`config.mk`:
```
export PLATFORM = sky130hd
export DESIGN_NAME = aps_power_save
export DESIGN_NICKNAME = d
export VERILOG_FILES = /design/src/aps_pkg.sv /design/src/aps_power_save.sv /design/src/aps_stop_table.sv
export SDC_FILE = /design/constraint.sdc
export NUM_CORES = 1
export LEC_CHECK = 0
export ABC_AREA = 1
export BUFFER_PORTS_ARGS = -buffer_cell sky130_fd_sc_hd__buf_2
export CAP_MARGIN = 20
export CORE_UTILIZATION = 30
export CTS_CLUSTER_DIAMETER = 100
export DETAILED_ROUTE_END_ITERATION = 8
export PLACE_DENSITY = 0.47
export SLEW_MARGIN = 30
export SYNTH_ARGS = -nofsm -noshare
export SYNTH_HDL_FRONTEND = slang
export SYNTH_SLANG_ARGS = --single-unit
```
`constraint.sdc`:
```
create_clock -name pclk -period 4.2 [get_ports pclk]
set_input_delay 0.63 -clock pclk [delete_from_list [all_inputs] [get_ports pclk]]
set_output_delay 0.63 -clock pclk [all_outputs]
set_load 0.05 [all_outputs]
```
`src/aps_pkg.sv`:
```
// Purpose: Shared constants for the actuator power-saving control block
// Assumes: 125 MHz pclk, 32-bit APB register bus
// Notes: Register offsets are byte addresses
package aps_pkg;
  localparam int unsigned CLK_KHZ = 125000;
  localparam int unsigned SEC_MS = 1000;
  localparam int unsigned HALF_MS = 500;
  localparam int unsigned BUZZ_MS = 1000;
  localparam int unsigned SEC_CYCLES = SEC_MS * CLK_KHZ;
  localparam int unsigned HALF_CYCLES = HALF_MS * CLK_KHZ;
  localparam int unsigned BUZZ_CYCLES = BUZZ_MS * CLK_KHZ;

  localparam logic [7:0] OFS_CTRL = 8'h00;
  localparam logic [7:0] OFS_DELAY1 = 8'h04;
  localparam logic [7:0] OFS_DELAY2 = 8'h08;
  localparam logic [7:0] OFS_DELAY3 = 8'h0C;
  localparam logic [7:0] OFS_GMODE = 8'h10;
  localparam logic [7:0] OFS_TADDR = 8'h14;
  localparam logic [7:0] OFS_TDATA = 8'h18;
  localparam logic [7:0] OFS_STATUS = 8'h1C;

  localparam int unsigned CTRL_PULSE = 0;
  localparam int unsigned CTRL_THREE = 1;
  localparam int unsigned CTRL_INPOS = 2;
  localparam int unsigned CTRL_HIGH = 3;
  localparam int unsigned CTRL_ALT = 4;
  localparam int unsigned CTRL_W = 5;

  localparam int unsigned DLY_W = 16;
  localparam int unsigned CODE_W = 3;
  localparam int unsigned POS_W = 4;

  localparam logic [CTRL_W-1:0] CTRL_RST = 5'h00;
  localparam logic [DLY_W-1:0] DELAY_RST = 16'h0000;
  localparam logic [CODE_W-1:0] GMODE_RST = 3'h0;
  localparam logic [CODE_W-1:0] CODE_HOLD = 3'h0;
  localparam logic [CODE_W-1:0] CODE_FULL = 3'h4;

  typedef enum logic [2:0] {
    ST_HOLD = 3'b000,
    ST_MOVE = 3'b001,
    ST_WAIT_OFF = 3'b010,
    ST_FULL = 3'b011,
    ST_FULL_WAIT = 3'b100,
    ST_OFF = 3'b101
  } aps_state_t;
endpackage

```
`src/aps_power_save.sv`:
```
// Purpose: Servo power-saving sequencer, completion outputs and panel lamps
// Assumes: Motion inputs are one-cycle pulses synchronous to pclk
// Notes: Long counts are parameters so simulation can shorten them
//
// The register offsets and the APB register port were left to the implementer.
`timescale 1ns/1ps
`default_nettype none
// Operation
// - Auto servo-off after delay, next move re-enables
// - Three delay settings in whole seconds
// - Code 0 keeps servo; 1-3 delayed off
// - Code 4 holds full-servo indefinitely
// - Codes 5-7 full-servo then servo off
// - Base patterns: power-up, home before any move use global
// - Base patterns: positions use table stop mode
// - Alternative patterns: power-up uses global code
// - No servo-off after press with contact
// - Complete-mode flag: outputs low during off
// - In-position mode: outputs stay during off
// - Servo lamp flashes while auto off
// - No auto servo-off in pulse mode
// - Power lamp on, alarm lamp on error
// - Home lamp blinks; gate manual and teach
// - Registration buzzes one second, lamp flashes
// - Two- and three-point lamps follow setting
// - Accessory present disables high output
// - Pulse mode: 0-3 on, 4-7 full-servo
module aps_power_save #(
  parameter int unsigned SEC_CYC = aps_pkg::SEC_CYCLES,
  parameter int unsigned HALF_CYC = aps_pkg::HALF_CYCLES,
  parameter int unsigned BUZZ_CYC = aps_pkg::BUZZ_CYCLES
) (
  input wire logic pclk,
  input wire logic presetn,
  input wire logic psel,
  input wire logic penable,
  input wire logic pwrite,
  input wire logic [7:0] paddr,
  input wire logic [31:0] pwdata,
  output logic [31:0] prdata,
  output logic pready,
  output logic pslverr,
  input wire logic move_cmd,
  input wire logic [aps_pkg::POS_W-1:0] move_target,
  input wire logic move_done,
  input wire logic press_contact,
  input wire logic power_up_done,
  input wire logic home_done,
  input wire logic in_position,
  input wire logic error,
  input wire logic accessory_present,
  input wire logic panel_register,
  input wire logic manual_req,
  input wire logic teach_req,
  output logic move_go,
  output logic servo_enable,
  output logic full_servo,
  output logic completion_flag,
  output logic [aps_pkg::POS_W-1:0] completed_position_code,
  output logic current_position_flag,
  output logic servo_status_lamp,
  output logic power_lamp,
  output logic alarm_lamp,
  output logic home_lamp,
  output logic save_lamp,
  output logic buzzer,
  output logic two_point_lamp,
  output logic three_point_lamp,
  output logic high_output_en,
  output logic manual_grant,
  output logic teach_grant
);
  localparam logic [31:0] SEC_LAST = 32'(SEC_CYC - 1);
  localparam logic [31:0] HALF_LAST = 32'(HALF_CYC - 1);
  localparam logic [31:0] BUZZ_LAST = 32'(BUZZ_CYC - 1);

  // Maps a stop code to the state entered at the stop
  function automatic aps_pkg::aps_state_t code_state(input logic [aps_pkg::CODE_W-1:0] code,
                                                     input logic pulse);
    if (pulse) begin
      code_state = code[2] ? aps_pkg::ST_FULL : aps_pkg::ST_HOLD;
    end else if (code == aps_pkg::CODE_HOLD) begin
      code_state = aps_pkg::ST_HOLD;
    end else if (code == aps_pkg::CODE_FULL) begin
      code_state = aps_pkg::ST_FULL;
    end else begin
      code_state = code[2] ? aps_pkg::ST_FULL_WAIT : aps_pkg::ST_WAIT_OFF;
    end
  endfunction

  // Register file
  logic [aps_pkg::CTRL_W-1:0] ctrl_ff, nxt_ctrl;
  logic [aps_pkg::DLY_W-1:0] dly_ff [1:3];
  logic [aps_pkg::DLY_W-1:0] nxt_dly [1:3];
  logic [aps_pkg::CODE_W-1:0] gmode_ff, nxt_gmode;
  logic [aps_pkg::POS_W-1:0] taddr_ff, nxt_taddr;
  logic [aps_pkg::CODE_W-1:0] tbl_rd, pos_code;
  logic wr_acc, tbl_wr, hit;
  logic [31:0] rd_mux;
  aps_pkg::aps_state_t state_ff, nxt_state;
  logic home_ff;

  assign wr_acc = psel && penable && pwrite;
  assign tbl_wr = wr_acc && paddr == aps_pkg::OFS_TDATA;
  assign pready = 1'b1;

  always_comb begin
    nxt_ctrl = ctrl_ff;
    nxt_dly = dly_ff;
    nxt_gmode = gmode_ff;
    nxt_taddr = taddr_ff;
    hit = 1'b1;
    rd_mux = 32'h0000_0000;
    case (paddr)
      aps_pkg::OFS_CTRL: rd_mux[aps_pkg::CTRL_W-1:0] = ctrl_ff;
      aps_pkg::OFS_DELAY1: rd_mux[aps_pkg::DLY_W-1:0] = dly_ff[1];
      aps_pkg::OFS_DELAY2: rd_mux[aps_pkg::DLY_W-1:0] = dly_ff[2];
      aps_pkg::OFS_DELAY3: rd_mux[aps_pkg::DLY_W-1:0] = dly_ff[3];
      aps_pkg::OFS_GMODE: rd_mux[aps_pkg::CODE_W-1:0] = gmode_ff;
      aps_pkg::OFS_TADDR: rd_mux[aps_pkg::POS_W-1:0] = taddr_ff;
      aps_pkg::OFS_TDATA: rd_mux[aps_pkg::CODE_W-1:0] = tbl_rd;
      aps_pkg::OFS_STATUS: rd_mux[7:0] = {alarm_lamp, home_ff, full_servo, servo_enable,
                                          1'b0, state_ff};
      default: hit = 1'b0;
    endcase
    if (wr_acc) begin
      case (paddr)
        aps_pkg::OFS_CTRL: nxt_ctrl = pwdata[aps_pkg::CTRL_W-1:0];
        aps_pkg::OFS_DELAY1: nxt_dly[1] = pwdata[aps_pkg::DLY_W-1:0];
        aps_pkg::OFS_DELAY2: nxt_dly[2] = pwdata[aps_pkg::DLY_W-1:0];
        aps_pkg::OFS_DELAY3: nxt_dly[3] = pwdata[aps_pkg::DLY_W-1:0];
        aps_pkg::OFS_GMODE: nxt_gmode = pwdata[aps_pkg::CODE_W-1:0];
        aps_pkg::OFS_TADDR: nxt_taddr = pwdata[aps_pkg::POS_W-1:0];
        default: nxt_ctrl = ctrl_ff;
      endcase
    end
  end

  always_ff @(posedge pclk or negedge presetn) begin
    if (!presetn) begin
      ctrl_ff <= aps_pkg::CTRL_RST;
      dly_ff[1] <= aps_pkg::DELAY_RST;
      dly_ff[2] <= aps_pkg::DELAY_RST;
      dly_ff[3] <= aps_pkg::DELAY_RST;
      gmode_ff <= aps_pkg::GMODE_RST;
      taddr_ff <= '0;
      prdata <= 32'h0000_0000;
      pslverr <= 1'b0;
    end else begin
      ctrl_ff <= nxt_ctrl;
      dly_ff <= nxt_dly;
      gmode_ff <= nxt_gmode;
      taddr_ff <= nxt_taddr;
      // Read data and error present from the access phase on
      prdata <= (psel && !penable && !pwrite) ? rd_mux : prdata;
      pslverr <= (psel && !penable) ? !hit : pslverr;
    end
  end

  logic [aps_pkg::POS_W-1:0] tgt_ff, nxt_tgt;

  aps_stop_table u_table (
    .pclk(pclk),
    .wr_en(tbl_wr),
    .wr_addr(taddr_ff),
    .wr_data(pwdata[aps_pkg::CODE_W-1:0]),
    .rd_addr_a(tgt_ff),
    .rd_data_a(pos_code),
    .rd_addr_b(taddr_ff),
    .rd_data_b(tbl_rd)
  );

  // Power-saving sequencer
  logic [31:0] cyc_ff, nxt_cyc;
  logic [aps_pkg::DLY_W-1:0] sec_ff, nxt_sec;
  logic [1:0] dsel_ff, nxt_dsel;
  logic [aps_pkg::POS_W-1:0] done_pos_ff, nxt_done_pos;
  logic moved_ff, nxt_moved, nxt_home, valid_ff, nxt_valid;
  logic pulse_mode, alt_pat, stop_evt, pos_evt, expire;
  logic [aps_pkg::CODE_W-1:0] eff_code;
  logic [aps_pkg::DLY_W-1:0] cur_dly;

  assign pulse_mode = ctrl_ff[aps_pkg::CTRL_PULSE];
  assign alt_pat = ctrl_ff[aps_pkg::CTRL_ALT];
  assign pos_evt = move_done && state_ff == aps_pkg::ST_MOVE;
  assign cur_dly = (dsel_ff == 2'd0) ? '0 : dly_ff[dsel_ff];
  assign expire = sec_ff >= cur_dly;

  always_comb begin
    nxt_state = state_ff;
    nxt_cyc = cyc_ff;
    nxt_sec = sec_ff;
    nxt_dsel = dsel_ff;
    nxt_tgt = tgt_ff;
    nxt_done_pos = done_pos_ff;
    nxt_moved = moved_ff;
    nxt_home = home_ff || home_done;
    nxt_valid = valid_ff;
    stop_evt = 1'b0;
    eff_code = aps_pkg::CODE_HOLD;
    // global code for power-up and home before any move
    // alternative patterns skip home, use global at power-up
    if (power_up_done || (home_done && !moved_ff && !alt_pat)) begin
      stop_evt = 1'b1;
      eff_code = gmode_ff;
    end
    // table stop mode after a positioning move
    if (pos_evt) begin
      stop_evt = 1'b1;
      eff_code = pos_code;
    end
    if (move_cmd) begin
      // wake servo and start the move
      nxt_state = aps_pkg::ST_MOVE;
      nxt_tgt = move_target;
      nxt_moved = 1'b1;
      nxt_valid = 1'b0;
      nxt_dsel = 2'd0;
    end else if (pos_evt && press_contact) begin
      // press with contact keeps servo as is
      nxt_state = aps_pkg::ST_HOLD;
      nxt_done_pos = tgt_ff;
      nxt_valid = 1'b1;
    end else if (stop_evt) begin
      // pulse mode never enters a servo-off path
      nxt_state = code_state(eff_code, pulse_mode);
      // delay index from code low bits
      nxt_dsel = eff_code[1:0];
      nxt_cyc = '0;
      nxt_sec = '0;
      if (pos_evt) begin
        nxt_done_pos = tgt_ff;
        nxt_valid = 1'b1;
      end
    end else if (state_ff == aps_pkg::ST_WAIT_OFF || state_ff == aps_pkg::ST_FULL_WAIT) begin
      if (expire) begin
        nxt_state = aps_pkg::ST_OFF;
      end else if (cyc_ff == SEC_LAST) begin
        nxt_cyc = '0;
        nxt_sec = sec_ff + 1'b1;
      end else begin
        nxt_cyc = cyc_ff + 32'd1;
      end
    end
  end

  always_ff @(posedge pclk or negedge presetn) begin
    if (!presetn) begin
      state_ff <= aps_pkg::ST_HOLD;
      cyc_ff <= '0;
      sec_ff <= '0;
      dsel_ff <= 2'd0;
      tgt_ff <= '0;
      done_pos_ff <= '0;
      moved_ff <= 1'b0;
      home_ff <= 1'b0;
      valid_ff <= 1'b0;
    end else begin
      state_ff <= nxt_state;
      cyc_ff <= nxt_cyc;
      sec_ff <= nxt_sec;
      dsel_ff <= nxt_dsel;
      tgt_ff <= nxt_tgt;
      done_pos_ff <= nxt_done_pos;
      moved_ff <= nxt_moved;
      home_ff <= nxt_home;
      valid_ff <= nxt_valid;
    end
  end

  // Outputs and panel
  logic [31:0] half_ff, nxt_half, buzz_ff, nxt_buzz;
  logic blink_ff, nxt_blink, save_ff, nxt_save;
  logic nxt_comp, nxt_curf, nxt_servo, nxt_full, nxt_go, nxt_alarm, nxt_svl, inpos_mode;
  logic [aps_pkg::POS_W-1:0] nxt_code;

  assign inpos_mode = ctrl_ff[aps_pkg::CTRL_INPOS];
  assign buzzer = buzz_ff != 32'd0;
  assign save_lamp = save_ff && blink_ff;
  assign home_lamp = home_ff && blink_ff;
  // manual moves and teaching need home done
  assign manual_grant = manual_req && home_ff;
  assign teach_grant = teach_req && home_ff;
  assign two_point_lamp = !ctrl_ff[aps_pkg::CTRL_THREE];
  assign three_point_lamp = ctrl_ff[aps_pkg::CTRL_THREE];
  assign high_output_en = ctrl_ff[aps_pkg::CTRL_HIGH] && !accessory_present;

  always_comb begin
    nxt_half = (half_ff == HALF_LAST) ? '0 : half_ff + 32'd1;
    nxt_blink = (half_ff == HALF_LAST) ? !blink_ff : blink_ff;
    nxt_buzz = (buzz_ff != 32'd0) ? buzz_ff - 32'd1 : buzz_ff;
    nxt_save = save_ff;
    // one second buzz, lamp starts flashing
    if (panel_register && home_ff) begin
      nxt_buzz = BUZZ_CYC;
      nxt_save = 1'b1;
    end
    nxt_servo = nxt_state != aps_pkg::ST_OFF;
    nxt_full = nxt_state == aps_pkg::ST_FULL || nxt_state == aps_pkg::ST_FULL_WAIT;
    nxt_go = move_cmd;
    nxt_alarm = error;
    // flash while auto off, steady otherwise
    nxt_svl = nxt_servo ? 1'b1 : nxt_blink;
    if (inpos_mode) begin
      nxt_comp = in_position;
      nxt_curf = nxt_valid && in_position;
    end else begin
      // completion view drops during servo off
      nxt_comp = nxt_valid && nxt_servo;
      nxt_curf = nxt_valid && nxt_servo;
    end
    nxt_code = nxt_curf ? nxt_done_pos : '0;
  end

  always_ff @(posedge pclk or negedge presetn) begin
    if (!presetn) begin
      half_ff <= '0;
      blink_ff <= 1'b0;
      buzz_ff <= '0;
      save_ff <= 1'b0;
      servo_enable <= 1'b1;
      full_servo <= 1'b0;
      move_go <= 1'b0;
      alarm_lamp <= 1'b0;
      servo_status_lamp <= 1'b1;
      completion_flag <= 1'b0;
      current_position_flag <= 1'b0;
      completed_position_code <= '0;
      power_lamp <= 1'b0;
    end else begin
      half_ff <= nxt_half;
      blink_ff <= nxt_blink;
      buzz_ff <= nxt_buzz;
      save_ff <= nxt_save;
      servo_enable <= nxt_servo;
      full_servo <= nxt_full;
      move_go <= nxt_go;
      alarm_lamp <= nxt_alarm;
      servo_status_lamp <= nxt_svl;
      completion_flag <= nxt_comp;
      current_position_flag <= nxt_curf;
      completed_position_code <= nxt_code;
      power_lamp <= 1'b1;
    end
  end
endmodule
`default_nettype wire

```
`src/aps_stop_table.sv`:
```
// Purpose: Per-position stop-mode table, one write and two registered reads
// Assumes: Read data lag the address by one clock
// Notes: Contents are not reset; software loads them before use
`timescale 1ns/1ps
`default_nettype none
module aps_stop_table (
  input wire logic pclk,
  input wire logic wr_en,
  input wire logic [aps_pkg::POS_W-1:0] wr_addr,
  input wire logic [aps_pkg::CODE_W-1:0] wr_data,
  input wire logic [aps_pkg::POS_W-1:0] rd_addr_a,
  output logic [aps_pkg::CODE_W-1:0] rd_data_a,
  input wire logic [aps_pkg::POS_W-1:0] rd_addr_b,
  output logic [aps_pkg::CODE_W-1:0] rd_data_b
);
  logic [aps_pkg::CODE_W-1:0] mem [0:(1<<aps_pkg::POS_W)-1];

  always_ff @(posedge pclk) begin
    if (wr_en) begin
      mem[wr_addr] <= wr_data;
    end
    rd_data_a <= mem[rd_addr_a];
    rd_data_b <= mem[rd_addr_b];
  end
endmodule
`default_nettype wire
```
==> results.sh, run 1 <==
export IMPL_die_h_um=222
export IMPL_violations="design-rule violations"
export IMPL_start_util_pct=30.4
export IMPL_finalSetupViolations=0
export IMPL_grt_antenna_before_repair=0
export IMPL_ctsResizeCount=0
export IMPL_status="finished, violations left"
export IMPL_hold_violations=0
export IMPL_grt_total_usage_pct=16.0
export IMPL_yosys_warnings=0
export IMPL_synth_top_area_cell="dfrtp_1"
export IMPL_num_nets_final=1919
export IMPL_route_detailed_wl_per_inst_um=15.7
export IMPL_synth_edff_count=48
export IMPL_vdd_drop_max_mv=0.247
export IMPL_die_area_um2=49200
export IMPL_coreArea_um2=47600
export IMPL_cp_max_fo=30
export IMPL_power_density_nw_per_um2=401
export IMPL_cts_buffer_depth=3
export IMPL_clockRootBuffer="clkbuf_16"
export IMPL_drive_gt1_share_pct=12.0
export IMPL_final_cell_area_um2=16600
export IMPL_synth_cells=1753
export IMPL_hold_path_class="in2async"
export IMPL_clk_latency_ps=540
export IMPL_hpwlAfterDp_mm=27.2
export IMPL_path_class="reg2reg"
export IMPL_netlist_top_cells_area="dfrtp_1 37%, edfxtp_1 10%, nand2_1 8.0%, inv_1 5.8%, o21ai_0 5.5%"
export IMPL_mostFrequentLayoutCell="nand2_1"
export IMPL_cts_tree="built"
export IMPL_maxCapViolations=0
export IMPL_postRouteAntennaNets=0
export IMPL_grt_pass1_wl_mm=63.5
export IMPL_period_minus_slack_ps=3320
export IMPL_yosysSeqAreaShare_pct=48.6
export IMPL_synthArstFlopShare_pct=80.2
export IMPL_synthFlopType="dfrtp_1"
export IMPL_n_antenna_cell=0
export IMPL_num_vias=12114
export IMPL_slew_violations=0
export IMPL_ctsHoldBuffers=0
export IMPL_core_rowCount=80
export IMPL_dpl_cell_area_um2=15500
export IMPL_yosys_area_top_type_share_pct=37.5
export IMPL_final_cell_mix="310 x nand2_1, 224 x inv_1, 217 x dfrtp_1"
export IMPL_grt_max_degree=106
export IMPL_max_freq_ghz=0.301
export IMPL_endpoint_kind="flip-flop"
export IMPL_clock_skew_ps=22.0
export IMPL_leakagePower_nw=7.22
export IMPL_fin_util_pct=34.8
export IMPL_ios=114
export IMPL_fin_crit_sh_pct=79.1
export IMPL_htree_levels=2
export IMPL_dr_wl_met2_mm=17.9
export IMPL_clkSlewWorstSetupHoldPaths_ps=60
export IMPL_synthesis_area_um2=14500
export IMPL_rsz0062_at_grt="no"
export IMPL_dr_pass1_iters=9
export IMPL_syn_area_per_cell_um2=8.26
export IMPL_avgViaCountPerCell=4.90
export IMPL_synth_seq_cells=273
export IMPL_wl_met1_mm=18.6
export IMPL_cts_setup_buffers=0
export IMPL_grt_pass1_vias=11673
export IMPL_drt_total_wl_mm=39.0
export IMPL_worst_setup_path_start_kind="flip-flop"
export IMPL_cts_buffers=34
export IMPL_wl_met3_mm=1.67
export IMPL_cp_arrival_ps=3760
export IMPL_fp_dieW_um=222
export IMPL_first_iter_violations=711
export IMPL_grt_overflow_total=0
export IMPL_slew_headroom_pct=31.5
export IMPL_netlist_cell_type_count=65
export IMPL_setup_tns_ps=0
export IMPL_area_delta_synth_final_pct=14.6
export IMPL_cp_required_ps=4640
export IMPL_dr_max_layer_used="met4"
export IMPL_worst_pin_slew_ps=1020
export IMPL_port_buffers=80
export IMPL_cts_sinks=273
export IMPL_gp_congestion=0.857
export IMPL_drc=1
==> logic make-up after synthesis <==
family	after synthesis	share of synthesized area, %
XOR/XNOR	35	2.12
adder cells (fa/ha/maj)	22	1.90
AND/OR/NAND/NOR	748	23.5
multiplexers	1	0.0691
buffers and inverters	299	8.53
other	2	0.0518
flip-flops	273	48.6
AO/OA/AOI/OAI	373	15.2
==> worst max-delay path: stages (launching register included) <==
cell	delay, ps
dfrtp_1	530
clkinv_1	150
buf_4	250
nor2_1	130
a32oi_1	100
ha_1	340
nand2_1	50
inv_1	60
nand2_1	70
nor2_1	100
nor2_1	50
nand2_1	60
nand2_1	50
nand2_1	140
nand2_1	110
nand2_4	190
inv_4	130
nand2_4	90
buf_4	340
nand2_1	120
a21oi_1	140
==> power by group <==
part | internal (mW) | switching, mW
registers | 2.81 | 0.116
clock network | 1.70 | 1.17
logic | 0.250 | 0.603
==> cell type report <==
| type | count | area [um^2] |
|---|---|---|
| clock buffers | 51 | 1040 |
| inverters | 234 | 886 |
| clock inverters | 7 | 41.3 |
| flip-flops and latches | 273 | 7040 |
| well taps | 615 | 769 |
| repair buffers | 97 | 551 |
| multi-input cells | 1197 | 6270 |
| fillers | 4982 | 31000 |
==> Yosys cell counts, types with 9 or more instances <==
| cell | n |
|---|---|
| buf_2 | 9 |
| nor4_1 | 14 |
| ha_1 | 22 |
| o21ai_0 | 160 |
| nor3_1 | 58 |
| o21ai_1 | 14 |
| a21oi_1 | 89 |
| buf_4 | 19 |
| a31oi_1 | 10 |
| nand2_1 | 310 |
| nand4_1 | 32 |
| inv_1 | 224 |
| o221ai_1 | 9 |
| nand3_1 | 71 |
| a32oi_1 | 10 |
| nor2_1 | 200 |
| edfxtp_1 | 48 |
| a22oi_1 | 24 |
| xor2_1 | 31 |
| clkbuf_1 | 34 |
| o22ai_1 | 15 |
| nor2_2 | 14 |
| dfrtp_1 | 217 |
==> state kept, by name, indices dropped and copies added, names as in the netlist, 4 cells and up <==
signal	flops
buzz_ff	32
ctrl_ff	5
prdata	16
u_table.mem	48
sec_ff	16
taddr_ff	4
half_ff	32
dly_ff	48
cyc_ff	32
done_pos_ff	4
completed_position_code	4
tgt_ff	4
==> metrics by stage <==
step           cells  hold WS [ps]  setup WS, ps  power [mW]
6_report        2474          96.8           877        6.65
5_1_grt         2474           181           521        6.99
4_1_cts         2474           167           819        6.77
3_5_place_dp    2416           461           858        3.83
3_3_place_gp    2416           461           890        3.82
2_1_floorplan   1769           334          1650        3.57
==> path summary, 6_finish.rpt <==
kind / to / startpoint / slack [ps] / depth (start not counted)
min in group pclk: alarm_lamp$_DFF_PN0_ / error / 200 / 1
setup / recovery: cyc_ff[8]$_DFFE_PN0P_ / dsel_ff[1]$_DFFE_PN0P_ / 880 / 20
hold reg to reg: save_ff$_DFFE_PN0P_ / save_ff$_DFFE_PN0P_ / 470 / 1
max in group asynchronous: sec_ff[2]$_DFFE_PN0P_ / presetn / 2980 / 2
setup reg to reg: cyc_ff[8]$_DFFE_PN0P_ / dsel_ff[1]$_DFFE_PN0P_ / 880 / 20
hold / removal: buzz_ff[13]$_DFFE_PN0P_ / presetn / 100 / 1
==> per-layer routing <==
metal  global-route usage, %  vias to the layer above
li1                        -                     6025
met1                    22.1                     5737
met2                    25.7                      296
met3                    2.40                       56
met4                    5.00                        0
met5                       0                        -
(Power assumes the default switching activity.)
==> run 2: changes to the inputs <==
Settings changed: ABC_AREA 1 to 0.
Clock period 4.2 ns to 3.3 ns, I/O delays scaled along.
==> results.sh, run 2 <==
export IMPL_ios=114
export IMPL_r2r_cells=15
export IMPL_cts_sinks=273
export IMPL_clk_latency_ps=540
export IMPL_reg_largest_list="dly_ff (48), u_table.mem (48)"
export IMPL_final_cells=1954
export IMPL_hold_path_class="in2reg"
export IMPL_postRouteAntennaNets=0
export IMPL_hp_start="error"
export IMPL_worst_pin_slew_ps=870
export IMPL_die_area_um2=46400
export IMPL_dp_cells=1887
export IMPL_yosys_warnings=0
export IMPL_core_rowCount=77
export IMPL_vdd_drop_max_mv=0.294
export IMPL_cp_max_fo=14
export IMPL_yosysSeqAreaShare_pct=51.5
export IMPL_hold_violations=0
export IMPL_fp_dieW_um=215
export IMPL_num_nets_final=1421
export IMPL_drc=0
export IMPL_clkSlewWorstSetupHoldPaths_ps=50
export IMPL_hold_end="alarm_lamp$_DFF_PN0_"
export IMPL_gp_congestion=0.766
export IMPL_synth_edff_count=48
export IMPL_worst_setup_path_start_kind="flip-flop"
export IMPL_setup_tns_ps=0
export IMPL_htree_levels=2
export IMPL_num_vias=9656
export IMPL_synthesis_area_um2=13700
export IMPL_r2r_slack_ps=40
export IMPL_fin_util_pct=36.7
export IMPL_final_cell_mix="215 x dfrtp_1, 129 x nor2_1, 90 x nand2_1"
export IMPL_fin_crit_sh_pct=98.7
export IMPL_fin_ws_ps=44.0
export IMPL_coreArea_um2=44600
export IMPL_synthTopCellsByCount="217 x dfrtp_1, 129 x nor2_1, 90 x nand2_1"
export IMPL_port_buffers=80
export IMPL_synthMuxAreaShare_pct=13.3
export IMPL_route_detailed_wl_per_inst_um=17.6
export IMPL_synth_xor_xnor_area_share_pct=5.19
export IMPL_cts_buffers=35
export IMPL_hpwlAfterDp_mm=23.6
export IMPL_crit_reg2reg_launch="dsel_ff[1]$_DFFE_PN0P_"
export IMPL_synth_compound_area_share_pct=9.18
export IMPL_clockRootBuffer="clkbuf_16"
export IMPL_nFillCells=4374
export IMPL_period_minus_slack_ps=3260
export IMPL_n_antenna_cell=0
export IMPL_clock_skew_ps=24.4
export IMPL_yosys_area_top_type_share_pct=39.7
export IMPL_syn_area_per_cell_um2=11.3
export IMPL_dr_pass1_iters=4
export IMPL_path_class="reg2reg"
export IMPL_slew_headroom_pct=41.8
export IMPL_rsz0062_at_grt="yes"
export IMPL_synth_top_family_by_area="simple AND/OR/NAND/NOR gates"
export IMPL_netlist_cell_type_count=72
export IMPL_grt_antenna_before_repair=3
export IMPL_dpl_worst_slack_ps=-77.7
export IMPL_cp_arrival_ps=3710
export IMPL_drt_total_wl_mm=34.4
export IMPL_grt_total_usage_pct=15.0
export IMPL_area_delta_synth_final_pct=19.8
export IMPL_power_density_nw_per_um2=500
export IMPL_grt_pass1_wl_mm=55.6
export IMPL_netlist_top_cells_area="dfrtp_1 40%, edfxtp_1 11%, mux2_2 6.9%, mux4_2 4.9%, xnor2_1 3.8%"
export IMPL_synth_fa_ha_area_share_pct=2.01
export IMPL_finalSetupViolations=0
export IMPL_endpoint_kind="flip-flop"
export IMPL_synthArstFlopShare_pct=80.2
export IMPL_slew_violations=0
export IMPL_synth_most_common_cell="dfrtp_1"
export IMPL_total_power_mw=8.19
export IMPL_synthFlopType="dfrtp_1"
export IMPL_start_util_pct=30.6
export IMPL_mostFrequentLayoutCell="dfrtp_1"
export IMPL_die_h_um=215
export IMPL_avgViaCountPerCell=4.94
export IMPL_rr_endpoint="cyc_ff[10]$_DFFE_PN0P_"
export IMPL_cp_required_ps=3750
export IMPL_grt_pass1_vias=9800
export IMPL_maxCapViolations=0
export IMPL_cts_tree="built"
export IMPL_synth_seq_cells=273
export IMPL_grt_max_degree=76
export IMPL_max_freq_ghz=0.307
export IMPL_holdPathStages=1
export IMPL_synth_simple_area_share_pct=15.6
export IMPL_cts_buffer_depth=3
export IMPL_synth_top_area_cell="dfrtp_1"
export IMPL_synth_cells=1214
export IMPL_grt_overflow_total=0
export IMPL_first_iter_violations=538
export IMPL_leakagePower_nw=6.71
export IMPL_drive_gt1_share_pct=26.5
export IMPL_status="complete, no violations"
==> run 2: final cells by class <==
class | count | area, um^2 | area share [%]
inverter | 22 | 82.6 | 0.504
timing repair buffer | 142 | 978 | 5.97
sequential | 273 | 7050 | 43.0
clock inverter | 9 | 70.1 | 0.428
tap | 592 | 741 | 4.52
multi-input combinational | 865 | 6450 | 39.3
clock buffer | 51 | 1020 | 6.22
==> run 2: worst max-delay path: stages, from the launching register on <==
cell and delay (ps):
dfrtp_2 460, nor2b_1 160, buf_4 150, buf_4 180, a22oi_2 220, ha_1 280
nand4_1 160, nor3_1 90, nor3_2 190, buf_4 140, nand4_1 100, buf_6 170
and2_1 190, buf_12 160, or3_4 360, a21oi_2 140
==> run 2: cells by family after synthesis <==
logic type,Yosys count
AND/OR/NAND/NOR,429
flip-flops,273
AO/OA/AOI/OAI,181
multiplexers,134
buffers and inverters,92
XOR/XNOR,81
adder cells (fa/ha/maj),22
other,2
==> run 2: repair_timing <==
item                       in CTS  in global routing
gates cloned                    0                  1
hold buffers                    1                  0
pin swaps                       0                  4
setup endpoints to repair      22                 43
hold endpoints to repair       67                  0
resized for setup               4                 25
setup buffers                   0                  5
==> run 2: per-layer routing <==
metal / GRT usage, % / vias to the layer above / part of all wire [%] / routed length (um)
li1: - / 4633 / - / -
met1: 21.2 / 4807 / 48 / 16700
met2: 23.8 / 176 / 46 / 15900
met3: 2.27 / 40 / 3.5 / 1200
met4: 4.54 / 0 / 1.9 / 639
met5: 0 / - / 0 / 0
==> run 2: report_power, final <==
part,internal [mW],switching (mW),total (mW)
combinational,0.361,0.575,0.936
sequential,3.54,0.0984,3.64
clock,2.15,1.47,3.62
==> run 2: worst max path at each step <==
stage | cells after the start | end | from | slack (ps)
4_1_cts | 13 | cyc_ff[10]$_DFFE_PN0P_ | dsel_ff[1]$_DFFE_PN0P_ | 40
6_report | 15 | cyc_ff[10]$_DFFE_PN0P_ | dsel_ff[1]$_DFFE_PN0P_ | 40
3_3_place_gp | 14 | sec_ff[5]$_DFFE_PN0P_ | dsel_ff[1]$_DFFE_PN0P_ | -60
3_5_place_dp | 14 | sec_ff[5]$_DFFE_PN0P_ | dsel_ff[1]$_DFFE_PN0P_ | -80
5_1_grt | 13 | cyc_ff[18]$_DFFE_PN0P_ | dsel_ff[1]$_DFFE_PN0P_ | -80
2_1_floorplan | 15 | cyc_ff[30]$_DFFE_PN0P_ | dsel_ff[1]$_DFFE_PN0P_ | 30
==> run 2: through the flow <==
stage / hold WS [ps] / cell area (um^2)
2_1_floorplan: 199 / 13800
3_3_place_gp: 455 / 15100
3_5_place_dp: 449 / 15100
4_1_cts: 27.7 / 16200
5_1_grt: 46.6 / 16400
6_report: 56.7 / 16400
